[config.mk]
export PLATFORM = sky130hd
export DESIGN_NAME = gsc_cmd_top
export DESIGN_NICKNAME = d
export VERILOG_FILES = /design/src/pkg/gsc_pkg.sv /design/src/logic/gsc_byte_mem.sv /design/src/logic/gsc_clk_out.sv /design/src/logic/gsc_cmd_top.sv
export VERILOG_INCLUDE_DIRS = /design/src /design/src/pkg
export SDC_FILE = /design/constraint.sdc
export NUM_CORES = 1
export LEC_CHECK = 0
export BUFFER_PORTS_ARGS = -buffer_cell sky130_fd_sc_hd__buf_2
export CAP_MARGIN = 20
export CORE_UTILIZATION = 65
export CTS_CLUSTER_DIAMETER = 50
export DETAILED_ROUTE_END_ITERATION = 10
export HOLD_SLACK_MARGIN = 0.1
export PLACE_DENSITY = 0.89
export SLEW_MARGIN = 20
export SYNTH_ARGS = -nofsm -noshare
export SYNTH_HDL_FRONTEND = slang
export SYNTH_HIERARCHICAL = 1
export SYNTH_SLANG_ARGS = --single-unit
[constraint.sdc]
create_clock -name i_clk -period 14.4 [get_ports i_clk]
set_input_delay 1.44 -clock i_clk [delete_from_list [all_inputs] [get_ports i_clk]]
set_output_delay 1.44 -clock i_clk [all_outputs]
set_load 0.02 [all_outputs]
[src/pkg/gsc_map.svh]
// Offsets, field positions, command codes and reset defaults of the command block
`ifndef GSC_MAP_SVH
`define GSC_MAP_SVH

// ==========================================================
// Bus address regions (byte addresses, one word per entry)
`define GSC_REGION_CMD      2'h0
`define GSC_REGION_REPLY    2'h1
`define GSC_REGION_CSR      2'h2
`define GSC_CSR_CTRL        2'h0
`define GSC_CSR_STATUS      2'h1
`define GSC_CSR_SETTINGS    2'h2
`define GSC_CTRL_START_BIT  0

// ==========================================================
// Command codes and reply values
`define GSC_CODE_GET_PINS   8'h51
`define GSC_CODE_SET_RUN    8'h60
`define GSC_STATUS_OK       8'h00
`define GSC_STATUS_BAD_CMD  8'h01
`define GSC_LEVEL_NOT_GPIO  8'hEE
`define GSC_DIR_NOT_GPIO    8'hEF
`define GSC_REPLY_LAST      4'h9
`define GSC_FETCH_LAST      3'h5

// ==========================================================
// Settings byte fields
`define GSC_LOAD_BIT        7
`define GSC_DUTY_HI         4
`define GSC_DUTY_LO         3
`define GSC_DIV_HI          2
`define GSC_REF_LVL_HI      2
`define GSC_REF_LVL_LO      1
`define GSC_REF_SRC_BIT     0
`define GSC_DAC_HI          4

// ==========================================================
// Power-up defaults of the working settings
`define GSC_DEF_DUTY        2'h2
`define GSC_DEF_DIV         3'h0
`define GSC_DEF_REF_LVL     2'h0
`define GSC_DEF_REF_SRC     1'h0
`define GSC_DEF_DAC         5'h00

`endif

[src/pkg/gsc_pkg.sv]
// Types shared by the command block
package gsc_pkg;

    // Controller states
    typedef enum logic [1:0] {GSC_IDLE, GSC_FETCH, GSC_EXEC, GSC_REPLY} gsc_state_e;

    // Working run-time settings
    typedef struct packed {
        logic [1:0] clk_duty;
        logic [2:0] clk_div;
        logic [1:0] ref_level;
        logic       ref_internal;
        logic [4:0] dac_code;
    } gsc_settings_s;

    // Sampled state of the four general pins
    typedef struct packed {
        logic [3:0] gpio_mode;
        logic [3:0] level;
        logic [3:0] dir_in;
    } gsc_pins_s;

endpackage

[src/logic/gsc_byte_mem.sv]
// Small report buffer with one write port and a registered read port
`timescale 1ns/1ns
module gsc_byte_mem #(
    parameter int WIDTH = 8,
    parameter int DEPTH = 64,
    parameter int AW    = 6
) (
    input  wire logic             i_clk,
    input  wire logic             i_rst_n,
    input  wire logic             i_we,
    input  wire logic [AW-1:0]    i_waddr,
    input  wire logic [WIDTH-1:0] i_wdata,
    input  wire logic [AW-1:0]    i_raddr,
    output logic      [WIDTH-1:0] o_rdata
);
    logic [WIDTH-1:0] mem_reg [0:DEPTH-1];

    // ==========================================================
    // Storage write
    always_ff @(posedge i_clk)
    begin
        if (i_we)
            mem_reg[i_waddr] <= i_wdata;
    end

    // ==========================================================
    // Registered read, one cycle latency
    always_ff @(posedge i_clk)
    begin
        if (!i_rst_n)
            o_rdata <= '0;
        else
            o_rdata <= mem_reg[i_raddr];
    end
endmodule

[src/logic/gsc_clk_out.sv]
// Output clock generator with selectable divider and duty cycle
`timescale 1ns/1ns
module gsc_clk_out (
    input  wire logic       i_clk,
    input  wire logic       i_rst_n,
    input  wire logic [2:0] i_div,
    input  wire logic [1:0] i_duty,
    output logic            o_clk_out
);
    logic [9:0] cnt_reg;
    logic [9:0] cnt_next;
    wire  [9:0] period_m1;
    wire  [9:0] high_len;

    // ==========================================================
    // Period is four cycles shifted by the divider code, high time quarters of it
    assign period_m1 = (10'h004 << i_div) - 10'h001;
    assign high_len  = {8'h00, i_duty} << i_div;
    assign cnt_next  = (cnt_reg >= period_m1) ? 10'h000 : cnt_reg + 10'h001;

    // Counter and output level; code 00 keeps output low
    always_ff @(posedge i_clk)
    begin
        if (!i_rst_n)
        begin
            cnt_reg   <= 10'h000;
            o_clk_out <= 1'b0;
        end
        else
        begin
            cnt_reg   <= cnt_next;
            o_clk_out <= (cnt_next < high_len);
        end
    end
endmodule

[src/logic/gsc_cmd_top.sv]
// Command interpreter for pin read-back and run-time settings reports
`timescale 1ns/1ns
`include "gsc_map.svh"

// Function
// - Code 0x51 requests pin read-back; all other report bytes are ignored.
// - Reply bytes 2,4,6,8 hold pin level 0/1, or 0xEE when not general use.
// - Reply bytes 3,5,7,9 hold direction, 0 out 1 in, or 0xEF otherwise.
// - Code 0x60 changes run-time settings; byte 1 is ignored.
// - Settings live in working storage only; reset restores power-up defaults.
// - Byte 2 bit 7 set loads bits 4-0 as clock-output configuration.
// - Byte 2 bits 4-3 pick duty 0, 25, 50 or 75 percent.
// - Byte 2 bits 2-0 pick the output clock divider; bits 6-5 ignored.
// - Byte 3 bit 7 set loads bits 2-0 as DAC reference selection.
// - Byte 3 bits 2-1 set reference module level: off, 1.024, 2.048, 4.096V.
// - Byte 3 bit 0 picks reference module (1) or supply rail (0).
// - Byte 4 bit 7 set loads bits 4-0 as DAC code; bits 6-5 ignored.
module gsc_cmd_top (
    input  wire logic                   i_clk,
    input  wire logic                   i_rst_n,
    input  wire logic [9:0]             i_address,
    input  wire logic                   i_read,
    input  wire logic                   i_write,
    input  wire logic [31:0]            i_writedata,
    output logic      [31:0]            o_readdata,
    output logic                        o_waitrequest,
    input  wire gsc_pkg::gsc_pins_s     i_pins,
    output gsc_pkg::gsc_settings_s      o_settings,
    output logic                        o_clk_out
);
    import gsc_pkg::*;

    gsc_state_e     state_reg;
    gsc_state_e     state_next;
    gsc_settings_s  set_reg;
    logic [2:0]     fetch_idx_reg;
    logic [3:0]     reply_idx_reg;
    logic [7:0]     cmd_reg [0:4];
    logic [1:0]     rd_stage_reg;
    logic [31:0]    readdata_reg;
    logic           done_reg;
    logic [7:0]     cmd_rdata;
    logic [7:0]     reply_rdata;

    // ==========================================================
    // Reply byte builder
    function automatic logic [7:0] reply_byte(input logic [3:0] idx, input logic [7:0] code,
                                              input gsc_pins_s pins);
        logic [1:0] pin;
        logic [7:0] val;
        pin = 2'(idx - 4'h2 >> 1);
        val = 8'h00;
        if (idx == 4'h0)
            val = code;
        else if (idx == 4'h1)
            val = (code == `GSC_CODE_GET_PINS || code == `GSC_CODE_SET_RUN) ?
                  `GSC_STATUS_OK : `GSC_STATUS_BAD_CMD;
        else if (code == `GSC_CODE_GET_PINS && !idx[0])
            val = pins.gpio_mode[pin] ? {7'h00, pins.level[pin]} : `GSC_LEVEL_NOT_GPIO;
        else if (code == `GSC_CODE_GET_PINS)
            val = pins.gpio_mode[pin] ? {7'h00, pins.dir_in[pin]} : `GSC_DIR_NOT_GPIO;
        return val;
    endfunction

    // ==========================================================
    // Bus decode
    wire [1:0] bus_region  = i_address[9:8];
    wire [5:0] bus_index   = i_address[7:2];
    wire [1:0] csr_index   = i_address[3:2];
    wire       busy        = (state_reg != GSC_IDLE);
    wire       wr_fire     = i_write && !busy;
    wire       rd_fire     = i_read && !busy && (rd_stage_reg == 2'h2);
    wire       cmd_we      = wr_fire && (bus_region == `GSC_REGION_CMD);
    wire       start       = wr_fire && (bus_region == `GSC_REGION_CSR) &&
                             (csr_index == `GSC_CSR_CTRL) && i_writedata[`GSC_CTRL_START_BIT];
    wire [5:0] cmd_raddr   = busy ? {3'h0, fetch_idx_reg} : bus_index;
    wire       reply_we    = (state_reg == GSC_REPLY);
    wire [7:0] reply_wdata = reply_byte(reply_idx_reg, cmd_reg[0], i_pins);

    // Waitrequest while busy, and for two cycles of every read
    assign o_waitrequest = busy || (i_read && rd_stage_reg != 2'h2);
    assign o_readdata    = readdata_reg;

    // ==========================================================
    // Register read mux
    wire [31:0] status_word = {16'h0000, cmd_reg[0], 6'h00, done_reg, busy};
    wire [31:0] set_word    = {11'h000, set_reg.dac_code, 5'h00, set_reg.ref_level,
                               set_reg.ref_internal, 3'h0, set_reg.clk_duty, set_reg.clk_div};
    wire [31:0] csr_word    = (csr_index == `GSC_CSR_STATUS)   ? status_word :
                              (csr_index == `GSC_CSR_SETTINGS) ? set_word : 32'h0000_0000;
    wire [31:0] rd_mux      = (bus_region == `GSC_REGION_CMD)   ? {24'h000000, cmd_rdata} :
                              (bus_region == `GSC_REGION_REPLY) ? {24'h000000, reply_rdata} :
                              (bus_region == `GSC_REGION_CSR)   ? csr_word : 32'h0000_0000;

    // ==========================================================
    // Report buffers
    gsc_byte_mem #(.WIDTH(8), .DEPTH(64), .AW(6)) u_cmd_mem (
        .i_clk   (i_clk),
        .i_rst_n (i_rst_n),
        .i_we    (cmd_we),
        .i_waddr (bus_index),
        .i_wdata (i_writedata[7:0]),
        .i_raddr (cmd_raddr),
        .o_rdata (cmd_rdata)
    );

    gsc_byte_mem #(.WIDTH(8), .DEPTH(64), .AW(6)) u_reply_mem (
        .i_clk   (i_clk),
        .i_rst_n (i_rst_n),
        .i_we    (reply_we),
        .i_waddr ({2'h0, reply_idx_reg}),
        .i_wdata (reply_wdata),
        .i_raddr (bus_index),
        .o_rdata (reply_rdata)
    );

    // ==========================================================
    // Read staging: issue, capture, answer
    always_ff @(posedge i_clk)
    begin
        if (!i_rst_n)
        begin
            rd_stage_reg <= 2'h0;
            readdata_reg <= 32'h0000_0000;
        end
        else if (rd_fire)
            rd_stage_reg <= 2'h0;
        else if (i_read && !busy)
        begin
            rd_stage_reg <= rd_stage_reg + 2'h1;
            if (rd_stage_reg == 2'h1)
                readdata_reg <= rd_mux;
        end
    end

    // ==========================================================
    // Controller next state
    always_comb
    begin
        state_next = state_reg;
        unique case (state_reg)
            GSC_IDLE:
                if (start)
                    state_next = GSC_FETCH;
            GSC_FETCH:
                if (fetch_idx_reg == `GSC_FETCH_LAST)
                    state_next = GSC_EXEC;
            GSC_EXEC:
                state_next = GSC_REPLY;
            GSC_REPLY:
                if (reply_idx_reg == `GSC_REPLY_LAST)
                    state_next = GSC_IDLE;
        endcase
    end

    // Controller registers and counters
    always_ff @(posedge i_clk)
    begin
        if (!i_rst_n)
        begin
            state_reg     <= GSC_IDLE;
            fetch_idx_reg <= 3'h0;
            reply_idx_reg <= 4'h0;
            done_reg      <= 1'b0;
        end
        else
        begin
            state_reg     <= state_next;
            fetch_idx_reg <= (state_reg == GSC_FETCH) ? fetch_idx_reg + 3'h1 : 3'h0;
            reply_idx_reg <= (state_reg == GSC_REPLY) ? reply_idx_reg + 4'h1 : 4'h0;
            if (start)
                done_reg <= 1'b0;
            else if (state_reg == GSC_REPLY && reply_idx_reg == `GSC_REPLY_LAST)
                done_reg <= 1'b1;
        end
    end

    // ==========================================================
    // Capture bytes 0 to 4; byte k arrives one cycle after its fetch
    always_ff @(posedge i_clk)
    begin
        if (!i_rst_n)
        begin
            for (int k = 0; k < 5; k++)
                cmd_reg[k] <= 8'h00;
        end
        else if (state_reg == GSC_FETCH && fetch_idx_reg != 3'h0)
            cmd_reg[fetch_idx_reg - 3'h1] <= cmd_rdata;
    end

    // ==========================================================
    // Working settings, restored to defaults by reset only
    wire exec_set = (state_reg == GSC_EXEC) && (cmd_reg[0] == `GSC_CODE_SET_RUN);

    always_ff @(posedge i_clk)
    begin
        if (!i_rst_n)
        begin
            set_reg.clk_duty     <= `GSC_DEF_DUTY;
            set_reg.clk_div      <= `GSC_DEF_DIV;
            set_reg.ref_level    <= `GSC_DEF_REF_LVL;
            set_reg.ref_internal <= `GSC_DEF_REF_SRC;
            set_reg.dac_code     <= `GSC_DEF_DAC;
        end
        else if (exec_set)
        begin
            if (cmd_reg[2][`GSC_LOAD_BIT])
            begin
                set_reg.clk_duty <= cmd_reg[2][`GSC_DUTY_HI:`GSC_DUTY_LO];
                set_reg.clk_div  <= cmd_reg[2][`GSC_DIV_HI:0];
            end
            if (cmd_reg[3][`GSC_LOAD_BIT])
            begin
                set_reg.ref_level    <= cmd_reg[3][`GSC_REF_LVL_HI:`GSC_REF_LVL_LO];
                set_reg.ref_internal <= cmd_reg[3][`GSC_REF_SRC_BIT];
            end
            if (cmd_reg[4][`GSC_LOAD_BIT])
                set_reg.dac_code <= cmd_reg[4][`GSC_DAC_HI:0];
        end
    end

    assign o_settings = set_reg;

    // ==========================================================
    // Output clock from the working divider and duty
    gsc_clk_out u_clk_out (
        .i_clk     (i_clk),
        .i_rst_n   (i_rst_n),
        .i_div     (set_reg.clk_div),
        .i_duty    (set_reg.clk_duty),
        .o_clk_out (o_clk_out)
    );
endmodule

; Word-level counts from Yosys, hierarchy flattened
; Memories as Yosys holds them, arrays and structs flattened. A register that Yosys moved wholly into a read port is not among the register bits.
; Index checks and enable logic that the tools add are counted.
; W data, S select, Z words.
[classes]
eq_ne = 18
n_shift = 2
addsub = 7
n_reduce_logical = 34
bitwise = 2
mux = 35
n_lt_le_gt_ge = 3
[ops]
columns = operator, n
row1 = $mux W21, 5
row2 = $mux W8, 7
row3 = $eq A8 B7 Y1 const B, 2
row4 = $mux W1, 13
row5 = $logic_and A1 B1 Y1, 12
row6 = $add A10 B1 Y10 const B, 1
row7 = $eq A2 B2 Y1 const B, 5
row8 = $ge A10 B10 Y1, 1
row9 = $lt A10 B10 Y1, 1
row10 = $mux W10, 1
row11 = $reduce_and A2 Y1, 5
row12 = $shl A2 B3 Y10, 1
row13 = $shl A3 B3 Y10 const A, 1
row14 = $sub A10 B1 Y10 const B, 1
row15 = $eq A2 B1 Y1 const B, 4
row16 = $pmux W2 S4, 1
row17 = $reduce_or A8 Y1, 1
row18 = $bmux W1 S2, 3
row19 = $logic_not A2 Y1, 3
row20 = $mux W2, 3
row21 = $mux W6, 1
row22 = $ne A2 B2 Y1 const B, 3
row23 = $reduce_and A3 Y1, 2
row24 = $add A4 B1 Y4 const B, 1
row25 = 17 further kinds, 23
[word_totals]
input_bits = 58
output_inout_bits = 47
word_cells = 117
regBits = 68
mem_count = 3
ramBits = 1064
[mem_list]
columns = name, depth, word_bits, rd, rd_clocked_by_memory_dff, wr, line
row1 = u_cmd_mem.mem_reg, 64, 8, 1, 1, 1, gsc_byte_mem.sv:16  ; logic [WIDTH-1:0] mem_reg [0:DEPTH-1];
row2 = u_reply_mem.mem_reg, 64, 8, 1, 1, 1, gsc_byte_mem.sv:16
row3 = cmd_reg, 5, 8, 4, 0, 5, gsc_cmd_top.sv:38  ; logic [7:0] cmd_reg [0:4];

; Depth between registers and ports, before layout
[logic_depth]
ltp_word = 8
mapped_depth = 14

; By module
; Netlist, hierarchy kept.
[by_module_without_submodules]
columns = module, instances, area_each_um2, cells_per_inst
row1 = gsc_byte_mem, 2, 20161.8, 948
row2 = gsc_cmd_top, 1, 3389.5, 336
row3 = gsc_clk_out, 1, 948.4, 119

; Worst setup path before layout
; Ideal clock, no wire load.
[synth_path]
path_kind = input -> register
startpoint = in i_pins[8] (netlist bit)
endpoint = mem u_reply_mem.mem_reg[0][0], data pin
path_slack_ns = 9.057
stages = 4
t_required_ns = 13.698
setup_ns = 0.702
path_buffers = 0
arrival_ns = 4.641
path_cell_list = mux4_2 -> nand2b_1 -> a21oi_1 -> o21ai_0
[synth_via]
elab_chain_len = 7
[synth_rtl]
columns = item, line
row1 = from (decl), gsc_cmd_top.sv:27  ; input wire gsc_pkg::gsc_pins_s i_pins,
row2 = $bmux W1 S2 *, "gsc_cmd_top.sv:59, gsc_cmd_top.sv:61"
row3 = $mux W1 (implied by the code) *, "gsc_cmd_top.sv:59, gsc_cmd_top.sv:61"
row4 = $mux W8 (no source line), n/a
row5 = $mux W8, gsc_cmd_top.sv:60  ; else if (code == `GSC_CODE_GET_PINS)
row6 = $mux W8 *, gsc_cmd_top.sv:58  ; else if (code == `GSC_CODE_GET_PINS && !idx[0])
row7 = $mux W8 *, gsc_cmd_top.sv:55  ; else if (idx == 4'h1)
row8 = $mux W8 *, gsc_cmd_top.sv:53  ; if (idx == 4'h0)
row9 = named net reply_wdata[0], gsc_cmd_top.sv:78  ; wire [7:0] reply_wdata = reply_byte(reply_idx_reg, cmd_reg[0], i_pins);
row10 = to (decl), gsc_byte_mem.sv:16
; The timed path passes the listed nets; every way through them passes the cells marked *. The select of a mux whose other input is x is not followed.

; Final worst setup path
[layout_path]
startpoint = in i_address[2]
endpoint = reg u_cmd_mem.o_rdata[5] (read register of u_cmd_mem.mem_reg)
[layout_via]
elab_chain_len = 1
[layout_rtl]
columns = item, line
row1 = from (decl), gsc_cmd_top.sv:21  ; input wire logic [9:0] i_address,
row2 = $mux W6, gsc_cmd_top.sv:76  ; wire [5:0] cmd_raddr = busy ? {3'h0, fetch_idx_reg} : bus_index;
row3 = named net cmd_raddr[0], gsc_cmd_top.sv:76
row4 = to (decl), gsc_byte_mem.sv:14  ; output logic [WIDTH-1:0] o_rdata
; The timed path passes the listed nets, and every way through them passes these cells.
; A chain may end at the register's enable or synchronous reset.

==> summary.txt <==
Layout cells sized above 1: 21.77%
CP bufs+invs: 3
Final hold vios: 0
End of the critical path: u_cmd_mem/o_rdata[5]$_SDFF_PN0_
Reg2reg start: state_reg[1]$_SDFFE_PN0P_
Fin util: 72.76%
Worst-path maximum fanout: 56
Reg2reg path depth: 11
CP most frequent cell: buf_4
Die area: 0.06976 mm²
Port Buf Inserts: 67
Setup WS post-layout: 8.876 ns
Register bit count reported by yosys: 1121
Post-synthesis cell count: 2351
Fin crit period: 5.524 ns
Main synth FF type: edfxtp_1
Startpoint types: primary input
CP max stage cell: buf_4
DR iter-0 viols: 4651
Clock sink count: 1121
DRT antenna net count: 0
Yosys warns: 6
Post-synthesis sequential area ratio: 73.74%
Count of different cell masters after synthesis: 73
Fraction of power spent switching nets: 23.41%
Area delta synth->final: 10.19%
Crit. path cell count: 10
Failing checks: slew limit
Crit end category: register
Pins Over Slew Limit: 9
Clock Skew: 0.02577 ns
Top-count cell post-synth: edfxtp_1
Reg power frac: 50.5%
Avg Cell Area, Syn: 19.00 µm²
Clk_lat worst skew: 0.67 ns
Layout Nets: 2522
Pwr Total: 7120 µW
Synth top area cells: edfxtp_1 70%, mux4_2 12%, dfxtp_1 3.3%
Overall routing resource usage: 34.24%
Post-CTS setup buffer count: 0
Clock Path Buffers: 3
Die Span X: 264.1 µm
Critical Setup Path Class: primary input to register
Sw Pwr: 1667 µW
Crit path largest cell delay: 0.86 ns
First-pass GRT wire length: 171900 µm
RSZ-0062 raised after global routing: false
Pwr/cell area: 144.7 mW/mm²
Root buf cell: clkbuf_16
Largest net degree at the start of global routing: 66
Final setup viols: 0
Hold buffer count at cts: 0
Slew headroom: -1.470%
Leak Pwr: 0.01584 µW
Post-synth EDFFs: 1048
Hold slack: 0.4484 ns
Worst vdd ir: 0.0001039 V
First-pass iteration count of the detailed router: 7
CP arrival: 6.08 ns
Io pins: 105
Setup TNS: 0 ns
Max Freq: 181.0 MHz
CTS tree: built
Pint: 5453 µW
Cell Area, Synth: 0.04466 mm²
Post-CTS Resized: 0
Chip height: 264.1 µm
Critical Path Source: i_address[2]
Worst reg2reg path endpoint: u_cmd_mem/o_rdata[5]$_SDFF_PN0_
Initial core utilization: 66.03%
Std-Cell Rows: 95
Via-to-Cell Ratio: 7.591
Placed wire-length estimate: 62190 µm
RePlAce Congestion: 0.9007
Clock share of power: 40.7%
Antenna violations before repair: 3
Async S/R FF share, synth: 0%
Yosys top cell area share: 70.46%
Vias in the first global route: 25440
Htree depth: 3
Number of max-cap violations: 0
Commonest cells post-synth: 1048 x edfxtp_1, 239 x mux4_2, 209 x nor2_1, 77 x nand2_1, 73 x dfxtp_1
R2R Setup Slk: 8.92 ns
Wire length per cell: 35.12 µm
Number of diodes: 0
Clk pin slew, worst setup/hold paths: 0.07 ns
Vias: 25770
Cell accounting for the most synthesized area: edfxtp_1
Comb pwr share: 8.9%
Final worst-path cycle share: 38.36%
Num CTS Buffers: 106
Core Region: 0.06763 mm²
Worst min path class: register to register
Total wire length: 119200 µm
CP delay by family, top: buffers and inverters
Drt drc: 0
Dpl ws: 8.488 ns
Least-Margin Pin Slew: 1.510 ns
Worst-path cell chain: clkbuf_8, nand2_1, o21ai_4, buf_4, buf_4, mux4_2, nor2b_1, a211oi_1, a2111oi_0, a311o_1
Status: complete, but fails checks
CP required: 14.96 ns
Grt ovf: 0
## worst min-delay path, delay by kind of cell (launching register included)
kind | cells | cell delay, ns
AOI/OAI and AO/OA | 1 | 0.05
DFF | 1 | 0.30
and+or+nand+nor | 1 | 0.05
## through the flow
stage,cells,cell area (µm²)
2_1_floorplan,2363,44710
3_5_place_dp,3195,45530
6_report,3395,49210
5_1_grt,3395,49210
4_1_cts,3393,49120
3_3_place_gp,3195,45530
## layout make-up
cell class,instances,area [µm²]
Clock buffer,137,2882
Clock inverter,61,701.9
Fill cell,3293,18420
Inverter,16,60.06
Multi-Input combinational cell,1096,10970
Sequential cell,1121,32930
Tap cell,873,1092
Timing Repair Buffer,91,571.8
## cells in the final DEF, fill, tap and decap left out, types with 24 or more instances in the layout
| cell type | n |
|---|---|
| a21oi_1 | 29 |
| and2_1 | 32 |
| buf_2 | 58 |
| buf_4 | 29 |
| clkbuf_16 | 108 |
| clkinv_2 | 24 |
| dfxtp_1 | 73 |
| edfxtp_1 | 1048 |
| ha_1 | 32 |
| mux2i_1 | 49 |
| mux4_2 | 239 |
| nand2_1 | 77 |
| nand3_1 | 47 |
| nor2_1 | 209 |
| nor2b_1 | 30 |
| o22ai_1 | 55 |
## kinds of logic after synthesis
family          share of synthesized area, %
other cells                          0.01682
buf+inv                                2.000
xor+xnor                              0.2157
compound gates                         3.437
fa+ha+maj                             0.8965
flops                                  73.74
mux                                    14.26
simple gates                           5.438
## how the worst min path moves through the flow
stage	from	end	depth (start not counted)
detailed placement	o_readdata[3]$_SDFFE_PN0P_	o_readdata[3]$_SDFFE_PN0P_	2
global placement	o_readdata[13]$_SDFFE_PN0P_	o_readdata[13]$_SDFFE_PN0P_	2
finish	o_readdata[3]$_SDFFE_PN0P_	o_readdata[3]$_SDFFE_PN0P_	2
CTS	o_readdata[3]$_SDFFE_PN0P_	o_readdata[3]$_SDFFE_PN0P_	2
global route	o_readdata[3]$_SDFFE_PN0P_	o_readdata[3]$_SDFFE_PN0P_	2
floorplan	cmd_reg[2][4]$_SDFFCE_PN0P_	o_settings[12]$_SDFFE_PN1P_	2
## power groups by stage
stage	Sequential [µW]	Clock, µW	Combinational [µW]
2_1_floorplan	3650	0	407
3_3_place_gp	3660	0	544
3_5_place_dp	3660	0	570
4_1_cts	3590	2900	604
5_1_grt	3590	3010	643
6_report	3590	2900	631
## routing by layer
metal	up-vias	share of wire [%]	track usage (%)
met4	6	5.9	16.34
met1	12760	33	44.58
li1	9685	-	-
met5	-	0.044	0
met3	597	14	9.713
met2	2722	47	53.93
Note: power is estimated with default switching activity, not from simulation.
